$ cat src/hdl/itc_pkg.sv
// constants and carrier types for the instruction tag capture block
// Contract
// - executing the tag-go command turns the two shared tag pins into tagging inputs.
// - both tag inputs are sampled at the falling edge of the bus phase clock with the fetched program word.
// - a low tag input marks its byte: high tag for the upper byte, low tag for the lower byte, both or none.
// - each tag input is interpreted on its own, never affected by the other.
// - tagging works in every operating mode of the device.
// - tagging is switched off as soon as background debug mode becomes active.
// - while tagging is active no background debug serial command is processed.
// - the high tag shares the background debug pin; the low tag shares port e bit three with the low-byte strobe.
// - the low-byte strobe is driven on the shared pin from a quarter cycle before to a quarter after each rising edge.
// - each tag mark travels with its instruction byte through the instruction queue.
// - a tagged instruction reaching the queue head makes the cpu enter background debug mode instead of running it.
package itc_pkg;
  localparam int unsigned ITC_QDEPTH = 3;
  localparam int unsigned ITC_IDX_W = 2;
  localparam logic [ITC_IDX_W-1:0] ITC_IDX_ZERO = 2'h0;
  localparam logic [ITC_IDX_W-1:0] ITC_IDX_ONE = 2'h1;
  localparam logic [ITC_IDX_W-1:0] ITC_IDX_FULL = 2'h3;
  localparam logic [15:0] ITC_WORD_RST = 16'h0000;
  localparam logic ITC_BIT_RST = 1'b0;
  localparam logic [1:0] ITC_MARK_NONE = 2'h0;
  localparam int unsigned ITC_MARK_HI = 1;
  localparam int unsigned ITC_MARK_LO = 0;

  // one queue entry: program word and its two byte marks
  typedef struct packed {
    logic [15:0] word;
    logic [1:0] mark;
  } itc_entry_t;

  localparam itc_entry_t ITC_ENTRY_RST = '{word: ITC_WORD_RST, mark: ITC_MARK_NONE};

  typedef enum logic [1:0] {
    ITC_ST_IDLE = 2'b00,
    ITC_ST_TAGGING = 2'b01,
    ITC_ST_DEBUG = 2'b10
  } itc_state_t;
endpackage

$ cat src/hdl/itc_tag_capture.sv
// instruction tag capture, marked queue and debug entry request
`timescale 1ns/1ps
module itc_tag_capture (
  // clock and reset
  input wire logic mclk,
  input wire logic rst_n,
  // debug control from the serial debug engine and cpu
  input wire logic tag_go_command,
  input wire logic background_debug_mode,
  input wire logic serial_cmd_valid,
  // bus phase clock (sampled synchronously)
  input wire logic bus_phase_clock,
  input wire logic bus_phase_quarter,
  // fetch and queue control from the cpu
  input wire logic [15:0] fetch_word,
  input wire logic queue_pop,
  input wire logic queue_flush,
  // shared pins
  input wire logic background_debug_pin_in,
  output logic background_debug_pin_oe,
  input wire logic port_e_bit_three_in,
  output logic port_e_bit_three_out,
  output logic port_e_bit_three_oe,
  input wire logic low_byte_strobe,
  input wire logic port_e_bit_three_data,
  input wire logic port_e_bit_three_drive,
  input wire logic debug_pin_drive,
  // results
  output logic tagging_active,
  output logic serial_cmd_accept,
  output logic debug_entry,
  output logic [15:0] head_word,
  output logic head_valid
);
  // control state and queue bookkeeping
  itc_pkg::itc_state_t state_reg;
  itc_pkg::itc_state_t state_next;
  itc_pkg::itc_entry_t queue_reg [itc_pkg::ITC_QDEPTH];
  logic [itc_pkg::ITC_IDX_W-1:0] count_reg;
  logic [itc_pkg::ITC_IDX_W-1:0] count_next;
  // last sampled bus phase clock level, for the fall detector
  logic bus_clk_prev_reg;
  // flops behind every output
  logic tagging_reg;
  logic bdp_oe_reg;
  logic lo_pin_out_reg;
  logic lo_pin_oe_reg;
  logic accept_reg;
  logic entry_reg;
  logic hvalid_reg;
  logic [15:0] hword_reg;
  // next values of the output flops
  logic tagging_next;
  logic bdp_oe_next;
  logic lo_pin_out_next;
  logic accept_next;
  logic entry_next;
  logic hvalid_next;
  // decoded strobes
  logic bus_clk_fall;
  logic tagging;
  logic mark_hi;
  logic mark_lo;
  logic [1:0] new_mark;
  logic push;
  logic pop;
  logic head_tagged;
  logic do_break;
  logic [itc_pkg::ITC_IDX_W-1:0] pop_step;
  logic [itc_pkg::ITC_IDX_W-1:0] push_step;
  logic [itc_pkg::ITC_IDX_W-1:0] wr_idx;
  logic strobe_win;
  logic lo_pin_drive;

  // a fall is a high level at the last edge and a low level now
  assign bus_clk_fall = bus_clk_prev_reg & ~bus_phase_clock;
  assign tagging = (state_reg == itc_pkg::ITC_ST_TAGGING);

  // marks are active low, one per pin, with no cross term between the pins
  assign mark_hi = tagging & ~background_debug_pin_in;
  assign mark_lo = tagging & ~port_e_bit_three_in;
  assign new_mark[itc_pkg::ITC_MARK_HI] = mark_hi;
  assign new_mark[itc_pkg::ITC_MARK_LO] = mark_lo;

  // a capture into a full queue is dropped; a pop from an empty one is ignored
  assign push = bus_clk_fall & (count_reg != itc_pkg::ITC_IDX_FULL);
  assign pop = queue_pop & (count_reg != itc_pkg::ITC_IDX_ZERO);
  assign head_tagged = |queue_reg[0].mark;

  // a tagged head breaks instead of going to execution; a flush cancels it
  assign do_break = pop & head_tagged & ~queue_flush;

  // write slot is the first free entry once this cycle's pop has shifted
  assign pop_step = pop ? itc_pkg::ITC_IDX_ONE : itc_pkg::ITC_IDX_ZERO;
  assign push_step = push ? itc_pkg::ITC_IDX_ONE : itc_pkg::ITC_IDX_ZERO;
  assign wr_idx = count_reg - pop_step;

  // strobe owns the low tag pin around each rising edge; the tool keeps off then
  assign strobe_win = bus_phase_quarter;
  assign lo_pin_drive = strobe_win | (~tagging & port_e_bit_three_drive);
  assign lo_pin_out_next = strobe_win ? low_byte_strobe : port_e_bit_three_data;

  // output next values; the debug pin turns into an input while tagging
  assign tagging_next = (state_next == itc_pkg::ITC_ST_TAGGING);
  assign bdp_oe_next = debug_pin_drive & ~tagging_next;
  assign accept_next = serial_cmd_valid & ~tagging;
  assign entry_next = do_break;
  assign hvalid_next = pop & ~head_tagged & ~queue_flush;

  // control state; no operating mode input gates the capture
  always_comb begin
    state_next = state_reg;
    unique case (state_reg)
      itc_pkg::ITC_ST_IDLE: begin
        if (tag_go_command & ~background_debug_mode) begin
          state_next = itc_pkg::ITC_ST_TAGGING;
        end
      end
      itc_pkg::ITC_ST_TAGGING: begin
        // debug mode, from outside or from a break, ends tagging at once
        if (background_debug_mode | do_break) begin
          state_next = itc_pkg::ITC_ST_DEBUG;
        end
      end
      itc_pkg::ITC_ST_DEBUG: begin
        if (~background_debug_mode) begin
          state_next = itc_pkg::ITC_ST_IDLE;
        end
      end
      default: begin
        state_next = itc_pkg::ITC_ST_IDLE;
      end
    endcase
  end

  // queue occupancy; a flush empties it so no stale mark can fire
  always_comb begin
    if (queue_flush) begin
      count_next = itc_pkg::ITC_IDX_ZERO;
    end else begin
      count_next = wr_idx + push_step;
    end
  end

  // control flops; the fall detector resets low so no false fall follows reset
  always_ff @(posedge mclk or negedge rst_n) begin
    if (!rst_n) begin
      state_reg <= itc_pkg::ITC_ST_IDLE;
      count_reg <= itc_pkg::ITC_IDX_ZERO;
      bus_clk_prev_reg <= itc_pkg::ITC_BIT_RST;
    end else begin
      state_reg <= state_next;
      count_reg <= count_next;
      bus_clk_prev_reg <= bus_phase_clock;
    end
  end

  // queue entries shift toward the head with their marks attached
  genvar gi;
  generate
    for (gi = 0; gi < itc_pkg::ITC_QDEPTH; gi++) begin : g_q
      localparam int unsigned SLOT_I = gi;
      localparam logic [itc_pkg::ITC_IDX_W-1:0] SLOT = SLOT_I[itc_pkg::ITC_IDX_W-1:0];
      itc_pkg::itc_entry_t behind;
      itc_pkg::itc_entry_t nxt;
      // the tail refills with an empty entry as the queue advances
      if (gi + 1 < itc_pkg::ITC_QDEPTH) begin : g_mid
        assign behind = queue_reg[gi + 1];
      end else begin : g_tail
        assign behind = itc_pkg::ITC_ENTRY_RST;
      end
      // flush beats a fresh capture, which beats the shift
      always_comb begin
        nxt = queue_reg[gi];
        if (pop) begin
          nxt = behind;
        end
        if (push && (wr_idx == SLOT)) begin
          nxt = '{word: fetch_word, mark: new_mark};
        end
        if (queue_flush) begin
          nxt = itc_pkg::ITC_ENTRY_RST;
        end
      end
      // one flop row per entry
      always_ff @(posedge mclk or negedge rst_n) begin
        if (!rst_n) begin
          queue_reg[gi] <= itc_pkg::ITC_ENTRY_RST;
        end else begin
          queue_reg[gi] <= nxt;
        end
      end
    end
  endgenerate

  // pin control flops
  always_ff @(posedge mclk or negedge rst_n) begin
    if (!rst_n) begin
      bdp_oe_reg <= itc_pkg::ITC_BIT_RST;
      lo_pin_out_reg <= itc_pkg::ITC_BIT_RST;
      lo_pin_oe_reg <= itc_pkg::ITC_BIT_RST;
    end else begin
      bdp_oe_reg <= bdp_oe_next;
      lo_pin_out_reg <= lo_pin_out_next;
      lo_pin_oe_reg <= lo_pin_drive;
    end
  end

  // result flops; pulses stand for one cycle
  always_ff @(posedge mclk or negedge rst_n) begin
    if (!rst_n) begin
      tagging_reg <= itc_pkg::ITC_BIT_RST;
      accept_reg <= itc_pkg::ITC_BIT_RST;
      entry_reg <= itc_pkg::ITC_BIT_RST;
      hvalid_reg <= itc_pkg::ITC_BIT_RST;
      hword_reg <= itc_pkg::ITC_WORD_RST;
    end else begin
      tagging_reg <= tagging_next;
      accept_reg <= accept_next;
      entry_reg <= entry_next;
      hvalid_reg <= hvalid_next;
      // copied every cycle so the popped word stands with the pulse
      hword_reg <= queue_reg[0].word;
    end
  end

  // every output comes straight from a flop
  assign tagging_active = tagging_reg;
  assign background_debug_pin_oe = bdp_oe_reg;
  assign port_e_bit_three_out = lo_pin_out_reg;
  assign port_e_bit_three_oe = lo_pin_oe_reg;
  assign serial_cmd_accept = accept_reg;
  assign debug_entry = entry_reg;
  assign head_valid = hvalid_reg;
  assign head_word = hword_reg;
endmodule

$ cat config.mk
export PLATFORM = sky130hd
export DESIGN_NAME = itc_tag_capture
export DESIGN_NICKNAME = d
export VERILOG_FILES = /design/src/hdl/itc_pkg.sv /design/src/hdl/itc_tag_capture.sv
export SDC_FILE = /design/constraint.sdc
export NUM_CORES = 1
export LEC_CHECK = 0
export BUFFER_PORTS_ARGS = -buffer_cell sky130_fd_sc_hd__buf_2
export CAP_MARGIN = 25
export CORE_MARGIN = 2
export CORE_UTILIZATION = 57
export DETAILED_ROUTE_END_ITERATION = 8
export HOLD_SLACK_MARGIN = 0.12
export PLACE_DENSITY = 0.77
export SETUP_SLACK_MARGIN = 0.1
export SYNTH_ARGS = -nofsm -noshare
export SYNTH_HDL_FRONTEND = slang
export SYNTH_SLANG_ARGS = --single-unit
$ cat constraint.sdc
create_clock -name mclk -period 3 [get_ports mclk]
set_input_delay 0.15 -clock mclk [delete_from_list [all_inputs] [get_ports mclk]]
set_output_delay 0.15 -clock mclk [all_outputs]
set_load 0.01 [all_outputs]
==> results of run 1 <==
layout by cell type, fill, tap and decap left out, types with 2 or more instances in the layout:
master,instances
nor2b_1,2
nand2_1,34
buf_4,9
a311oi_1,8
ha_1,2
or3b_1,2
bufinv_16,2
buf_2,52
a21oi_1,2
dfrtp_1,82
a221oi_1,10
and2_1,3
mux2i_1,38
a211oi_1,16
clkinv_2,2
clkbuf_1,2
clkbuf_8,9
or2_1,2
a221oi_2,10
a311oi_2,10
dlygate4sd3_1,28
nand2b_1,20
inv_1,2
a21o_1,3
nor3b_1,2
nand3b_1,19
nor2_1,22
per-layer routing:
layer | track usage [%] | vias to the layer above | wire length (um)
met2 | 38.3 | 92 | 4140
met5 | 0 | - | 0
li1 | - | 1343 | -
met4 | 9.09 | 0 | 128
met3 | 3.43 | 12 | 463
met1 | 34.8 | 1438 | 3840
metrics by stage:
stage	hold slack [ps]	setup slack [ps]
6_report	143	316
5_1_grt	157	145
3_5_place_dp	297	350
3_3_place_gp	291	432
2_1_floorplan	-146	651
4_1_cts	325	340
power groups by stage:
stage | clock network, mW | registers [mW] | logic [mW]
2_1_floorplan | 0 | 1.48 | 0.628
3_3_place_gp | 0 | 1.47 | 0.863
3_5_place_dp | 0 | 1.48 | 0.879
4_1_cts | 0.875 | 1.45 | 0.912
5_1_grt | 0.925 | 1.48 | 1.00
6_report | 0.869 | 1.45 | 0.920
worst max-delay path by stage:
stage / endpoint / startpoint / cells past startpoint
4_1_cts: g_q[0].behind[8]$_DFFE_PN0P_ / count_reg[1]$_DFF_PN0_ / 6
3_3_place_gp: g_q[0].behind[0]$_DFFE_PN0P_ / count_reg[1]$_DFF_PN0_ / 6
6_report: g_q[0].behind[8]$_DFFE_PN0P_ / count_reg[1]$_DFF_PN0_ / 6
3_5_place_dp: g_q[0].behind[0]$_DFFE_PN0P_ / count_reg[1]$_DFF_PN0_ / 6
2_1_floorplan: g_q[0].behind[10]$_DFFE_PN0P_ / count_reg[1]$_DFF_PN0_ / 10
5_1_grt: g_q[0].behind[8]$_DFFE_PN0P_ / count_reg[1]$_DFF_PN0_ / 6
cells by family after synthesis:
family,Yosys count
AOI/OAI and AO/OA,63
xor gates and xnor gates,1
adders and majority gates,2
buffers and inverters,34
DFF,82
muxes,39
and+or+nand+nor,110
layout make-up:
class | instances | area share, %
clock buffers | 11 | 2.81
clock inverters | 5 | 1.69
inverters | 3 | 0.241
multi-input cells | 215 | 35.6
flip-flops and latches | 82 | 43.9
well taps | 80 | 2.14
repair buffers | 90 | 13.6
==> flow_metrics.env, run 1 <==
export IMPL_drt_first_pass_iters=4
export IMPL_largest_reg_flops=36
export IMPL_rows=30
export IMPL_clk_latency_ps=360
export IMPL_worstPathArrival_ps=2870
export IMPL_crit_path_start_kind="flop"
export IMPL_io_buffers=53
export IMPL_synthAdderAreaFrac_pct=0.642
export IMPL_drt_total_wl_mm=8.57
export IMPL_crit_buf_inv=1
export IMPL_cts_setup_buffers=0
export IMPL_syn_area_um2=3900
export IMPL_io_pins=54
export IMPL_drive_above_1_share_pct=25.1
export IMPL_cpLargestDelayFamily="compound AO/OA/AOI/OAI gates"
export IMPL_p_total_mw=3.24
export IMPL_utilization_pct=69.5
export IMPL_ctsHoldBuffers=28
export IMPL_rrSetupSlack_ps=320
export IMPL_critPathRequiredTime_ps=3180
export IMPL_final_area_um2=4670
export IMPL_cts_repair_resized=0
export IMPL_rsz0062_at_grt="no"
export IMPL_cp_max_fo=19
export IMPL_setup_tns_ps=0
export IMPL_route_vias_total=2885
export IMPL_gp_congestion=0.798
export IMPL_drc=0
export IMPL_synth_top_area_share_pct=52.6
export IMPL_rr_worst_depth=6
export IMPL_synth_common_cells="dfrtp_1, mux2i_1, nand2_1"
export IMPL_dieArea_um2=7520
export IMPL_area_growth_syn_to_layout_pct=19.8
export IMPL_multi_input_area_um2=1660
export IMPL_cts_tree="built"
export IMPL_end_kind="flop"
export IMPL_grt_max_degree=83
export IMPL_maxCapViolations=0
export IMPL_syn_num_nets=364
export IMPL_worst_path_max_delay_cell="a21o_1"
export IMPL_p_sw_share_pct=33.1
export IMPL_placed_cell_area_um2=4150
export IMPL_synth_most_common_cell="dfrtp_1"
export IMPL_wire_per_inst_um=17.6
export IMPL_grt_pass1_wl_mm=14.2
export IMPL_finalCritPeriodShare_pct=89.5
export IMPL_track_usage_pct=24.4
export IMPL_finalHoldViolations=0
export IMPL_root_buffer="clkbuf_8"
export IMPL_cts_htree_levels=3
export IMPL_avgSynthCellArea_um2=11.8
export IMPL_leakagePower_nw=2.14
export IMPL_seq_area_frac_synth_pct=52.6
export IMPL_achievable_frequency_mhz=373
export IMPL_ys_seq_elements=82
export IMPL_synthCells=331
export IMPL_status="finished, final reports clean"
export IMPL_intPower_mw=2.17
export IMPL_synth_top_family_by_area="compound AO/OA/AOI/OAI gates"
export IMPL_relSlewSlack_pct=42.4
export IMPL_grt_pass1_vias=2837
export IMPL_ir_drop_mv=0.612
export IMPL_synth_edf_count=0
export IMPL_fp_dieW_um=86.7
export IMPL_cts_made_buffers=9
export IMPL_clock_tree_buffer_depth=2
export IMPL_dp_hpwl_mm=4.91
export IMPL_r2r_end="g_q[0].behind[8]$_DFFE_PN0P_"
export IMPL_synth_compound_area_share_pct=16.3
export IMPL_core_um2=6720
export IMPL_power_frac_seq_pct=44.8
export IMPL_fill_cells=497
export IMPL_ant_nets=0
export IMPL_nets=434
export IMPL_skew_ps=10.4
export IMPL_cp_cell_sequence="o21ai_4 -> inv_2 -> ha_1 -> or2_1 -> a21o_1 -> a311oi_2"
export IMPL_r2r_start="count_reg[1]$_DFF_PN0_"
export IMPL_synth_flop_cell="dfrtp_1"
export IMPL_setup_worst_path_class="flop to flop"
export IMPL_viasPerCell=5.94
export IMPL_hp_class="primary input to async pin"
export IMPL_drt_initial_drc_count=266
export IMPL_muxShareOfSynthArea_pct=10.0
export IMPL_synth_area_top_cells="dfrtp_1, mux2i_1, a221oi_2, a311oi_2, nand3b_1"
export IMPL_max_stage_delay_ps=770
export IMPL_tightest_slew_ps=863
export IMPL_die_h_um=86.7
export IMPL_yosysWarnings=0
export IMPL_clk_pin_slew_ps=80
export IMPL_finalNonFillerCells=486
export IMPL_synth_xor_area_share_pct=0.225
export IMPL_synthArstFlopShare_pct=100
export IMPL_dp_cells=441
export IMPL_p_per_area_nw_per_um2=695
export IMPL_grt_antenna_before_repair=0
export IMPL_report_final_slew_viol_count=0
export IMPL_n_antenna_cell=0
export IMPL_p_clk_share_pct=26.8
export IMPL_synth_top_area_cell="dfrtp_1"
export IMPL_initial_core_util_pct=58.0
export IMPL_switching_power_mw=1.07
export IMPL_fin_crit_ps=2680
export IMPL_cts_sinks=82
export IMPL_finalSetupViolCount=0
export IMPL_p_comb_share_pct=28.4
export IMPL_synth_simple_area_share_pct=15.0
export IMPL_gr_total_overflow=0
export IMPL_register_area_um2=2050
export IMPL_synth_cell_types=36
Note: power is estimated with default switching activity, not from simulation.
==> run 2: changes to the inputs <==
ABC_AREA = 1   (was default)
CORE_ASPECT_RATIO = 1.4   (was default)
CORE_UTILIZATION = 45   (was 57)
PLACE_DENSITY = 0.63   (was 0.77)
==> run 2 against run 1 <==
Worst hold slack better by 11 ps. Sequential share of layout area up 0.25 points. Synthesized cell count up 30%. Worst setup slack better by 200 ps. Wire length down 10%. Core utilization down 12 points. Clock power up 46%. Flip-flop and latch count unchanged. First-iteration DRC count down 36%. Critical endpoint is now g_q[0].behind[14]$_DFFE_PN0P_. Largest power group is now clock.
==> flow_metrics.env, run 2 <==
export IMPL_status="finished, final reports clean"
export IMPL_ant_nets=0
export IMPL_finalCritPeriodShare_pct=83.0
export IMPL_final_cell_mix="nand2_1, dfrtp_1, buf_2"
export IMPL_synth_most_common_cell="nand2_1"
export IMPL_syn_num_nets=464
export IMPL_finalHoldViolations=0
export IMPL_largest_reg_flops=36
export IMPL_dieArea_um2=9050
export IMPL_critPathRequiredTime_ps=3280
export IMPL_skew_ps=5.29
export IMPL_dp_cells=569
export IMPL_synth_common_cells="nand2_1, dfrtp_1, nand4_1"
export IMPL_relSlewSlack_pct=59.2
export IMPL_nets=537
export IMPL_crit_path_start_kind="flop"
export IMPL_drt_first_pass_iters=4
export IMPL_worstSetupStartpoint="count_reg[1]$_DFF_PN0_"
export IMPL_clock_tree_buffer_depth=2
export IMPL_drive_above_1_share_pct=18.1
export IMPL_ir_drop_mv=0.502
export IMPL_wire_per_inst_um=12.6
export IMPL_gp_congestion=0.804
export IMPL_leakagePower_nw=2.51
export IMPL_rsz0062_at_grt="no"
export IMPL_seq_area_frac_synth_pct=55.0
export IMPL_synth_flop_cell="dfrtp_1"
export IMPL_setup_worst_path_class="flop to flop"
export IMPL_cts_repair_resized=0
export IMPL_synth_area_top_cells="dfrtp_1, nand2_1, nand4_1, inv_1, o21ai_0"
export IMPL_grt_pass1_wl_mm=13.6
export IMPL_grt_max_degree=83
export IMPL_cts_made_buffers=9
export IMPL_root_buffer="clkbuf_16"
export IMPL_hp_class="primary input to flop"
export IMPL_finalSetupViolCount=0
export IMPL_fin_crit_ps=2490
export IMPL_multi_input_area_um2=1410
export IMPL_tightest_slew_ps=612
export IMPL_ys_seq_elements=82
export IMPL_maxCapViolations=0
export IMPL_setup_tns_ps=0
export IMPL_track_usage_pct=19.3
export IMPL_final_common_cell="nand2_1"
export IMPL_end_kind="flop"
export IMPL_final_area_um2=4640
export IMPL_r2r_end="g_q[0].behind[14]$_DFFE_PN0P_"
export IMPL_rrSetupSlack_ps=510
export IMPL_syn_area_um2=3730
export IMPL_synthCells=431
export IMPL_achievable_frequency_mhz=402
export IMPL_gr_total_overflow=0
export IMPL_report_final_slew_viol_count=0
export IMPL_register_area_um2=2050
export IMPL_endpoint="g_q[0].behind[14]$_DFFE_PN0P_"
export IMPL_fp_dieW_um=81.0
export IMPL_hold_slack_ps=154
export IMPL_io_buffers=53
export IMPL_cts_sinks=82
export IMPL_grt_antenna_before_repair=0
export IMPL_r2r_start="count_reg[1]$_DFF_PN0_"
export IMPL_clk_pin_slew_ps=60
export IMPL_fill_cells=751
export IMPL_area_growth_syn_to_layout_pct=24.4
export IMPL_rr_worst_depth=10
export IMPL_cp_max_fo=40
export IMPL_core_um2=8100
export IMPL_synth_edf_count=0
export IMPL_rows=39
export IMPL_drt_initial_drc_count=169
export IMPL_synth_top_area_cell="dfrtp_1"
export IMPL_initial_core_util_pct=46.1
export IMPL_synth_top_area_share_pct=55.0
export IMPL_avgSynthCellArea_um2=8.66
export IMPL_n_antenna_cell=0
export IMPL_finalNonFillerCells=611
export IMPL_cts_htree_levels=3
export IMPL_synth_cell_types=28
export IMPL_grt_pass1_vias=2962
export IMPL_cts_tree="built"
export IMPL_dp_hpwl_mm=5.05
export IMPL_yosysWarnings=0
export IMPL_clk_latency_ps=340
export IMPL_worstPathArrival_ps=2760
export IMPL_die_h_um=112
export IMPL_drc=0
export IMPL_viasPerCell=4.85
export IMPL_drt_total_wl_mm=7.71
export IMPL_route_vias_total=2964
export IMPL_p_per_area_nw_per_um2=770
export IMPL_utilization_pct=57.3
export IMPL_placed_cell_area_um2=4020
export IMPL_synthArstFlopShare_pct=100
export IMPL_io_pins=54
run 2: worst max-delay path, cell delays in order (launching register included):
cell,delay [ps]
dfrtp_1,460
o21ai_4,180
inv_1,50
ha_1,220
inv_1,100
nand2_2,70
nand2_4,360
nand3_4,280
a21oi_4,480
nand2_1,120
nand2_1,90
run 2: layout make-up:
type | instances | area share (%)
Tap cell | 102 | 2.75
Sequential cell | 82 | 44.2
Clock inverter | 6 | 2.42
Clock buffer | 10 | 5.15
Multi-Input combinational cell | 294 | 30.4
Timing Repair Buffer | 83 | 12.4
Inverter | 34 | 2.75
run 2: how the worst min path moves through the flow:
stage,startpoint,to,slack [ps],depth (start not counted)
after detailed placement,bus_phase_clock,bus_clk_prev_reg$_DFF_PN0_,280,1
after CTS,background_debug_pin_in,g_q[1].behind[1]$_DFFE_PN0P_,140,4
final,queue_flush,count_reg[0]$_DFF_PN0_,150,2
after global placement,bus_phase_clock,bus_clk_prev_reg$_DFF_PN0_,280,1
after global routing,queue_flush,count_reg[0]$_DFF_PN0_,160,2
after floorplan,rst_n,background_debug_pin_oe$_DFF_PN0_,-150,0
run 2: repair_timing:
item / 4_1_cts / 5_1_grt
endpoints found under the hold margin: 106 / 0
hold buffers: 25 / 0
setup buffers: 0 / 0
run 2: layer usage:
layer	up-vias	global-route usage, %	share of wire, %
li1	1516	-	-
met1	1347	24.1	45
met2	84	31.3	46
met3	17	4.05	5.6
met4	0	9.83	2.7
met5	-	0	0
run 2: logic make-up (layout without fill, tap and decap cells):
family	Yosys count	in the layout	share of synthesized area (%)
AOI/OAI and AO/OA	28	28	5.60
adders and majority gates	2	2	0.670
muxes	1	1	0.302
and+or+nand+nor	263	263	31.2
DFF	82	82	55.0
buffers and inverters	55	133	7.24
run 2: power breakdown:
| group | switching [mW] | internal, mW | leakage (nW) |
|---|---|---|---|
| Sequential | 0.0569 | 1.20 | 1.13 |
| Clock | 0.431 | 0.838 | 0.173 |
| Combinational | 0.755 | 0.294 | 1.21 |
run 2: per-stage QoR:
stage          setup WS (ps)  total power [mW]
2_1_floorplan            810              2.10
3_3_place_gp             624              2.27
3_5_place_dp             568              2.29
4_1_cts                  540              3.60
5_1_grt                  326              3.78
6_report                 511              3.57
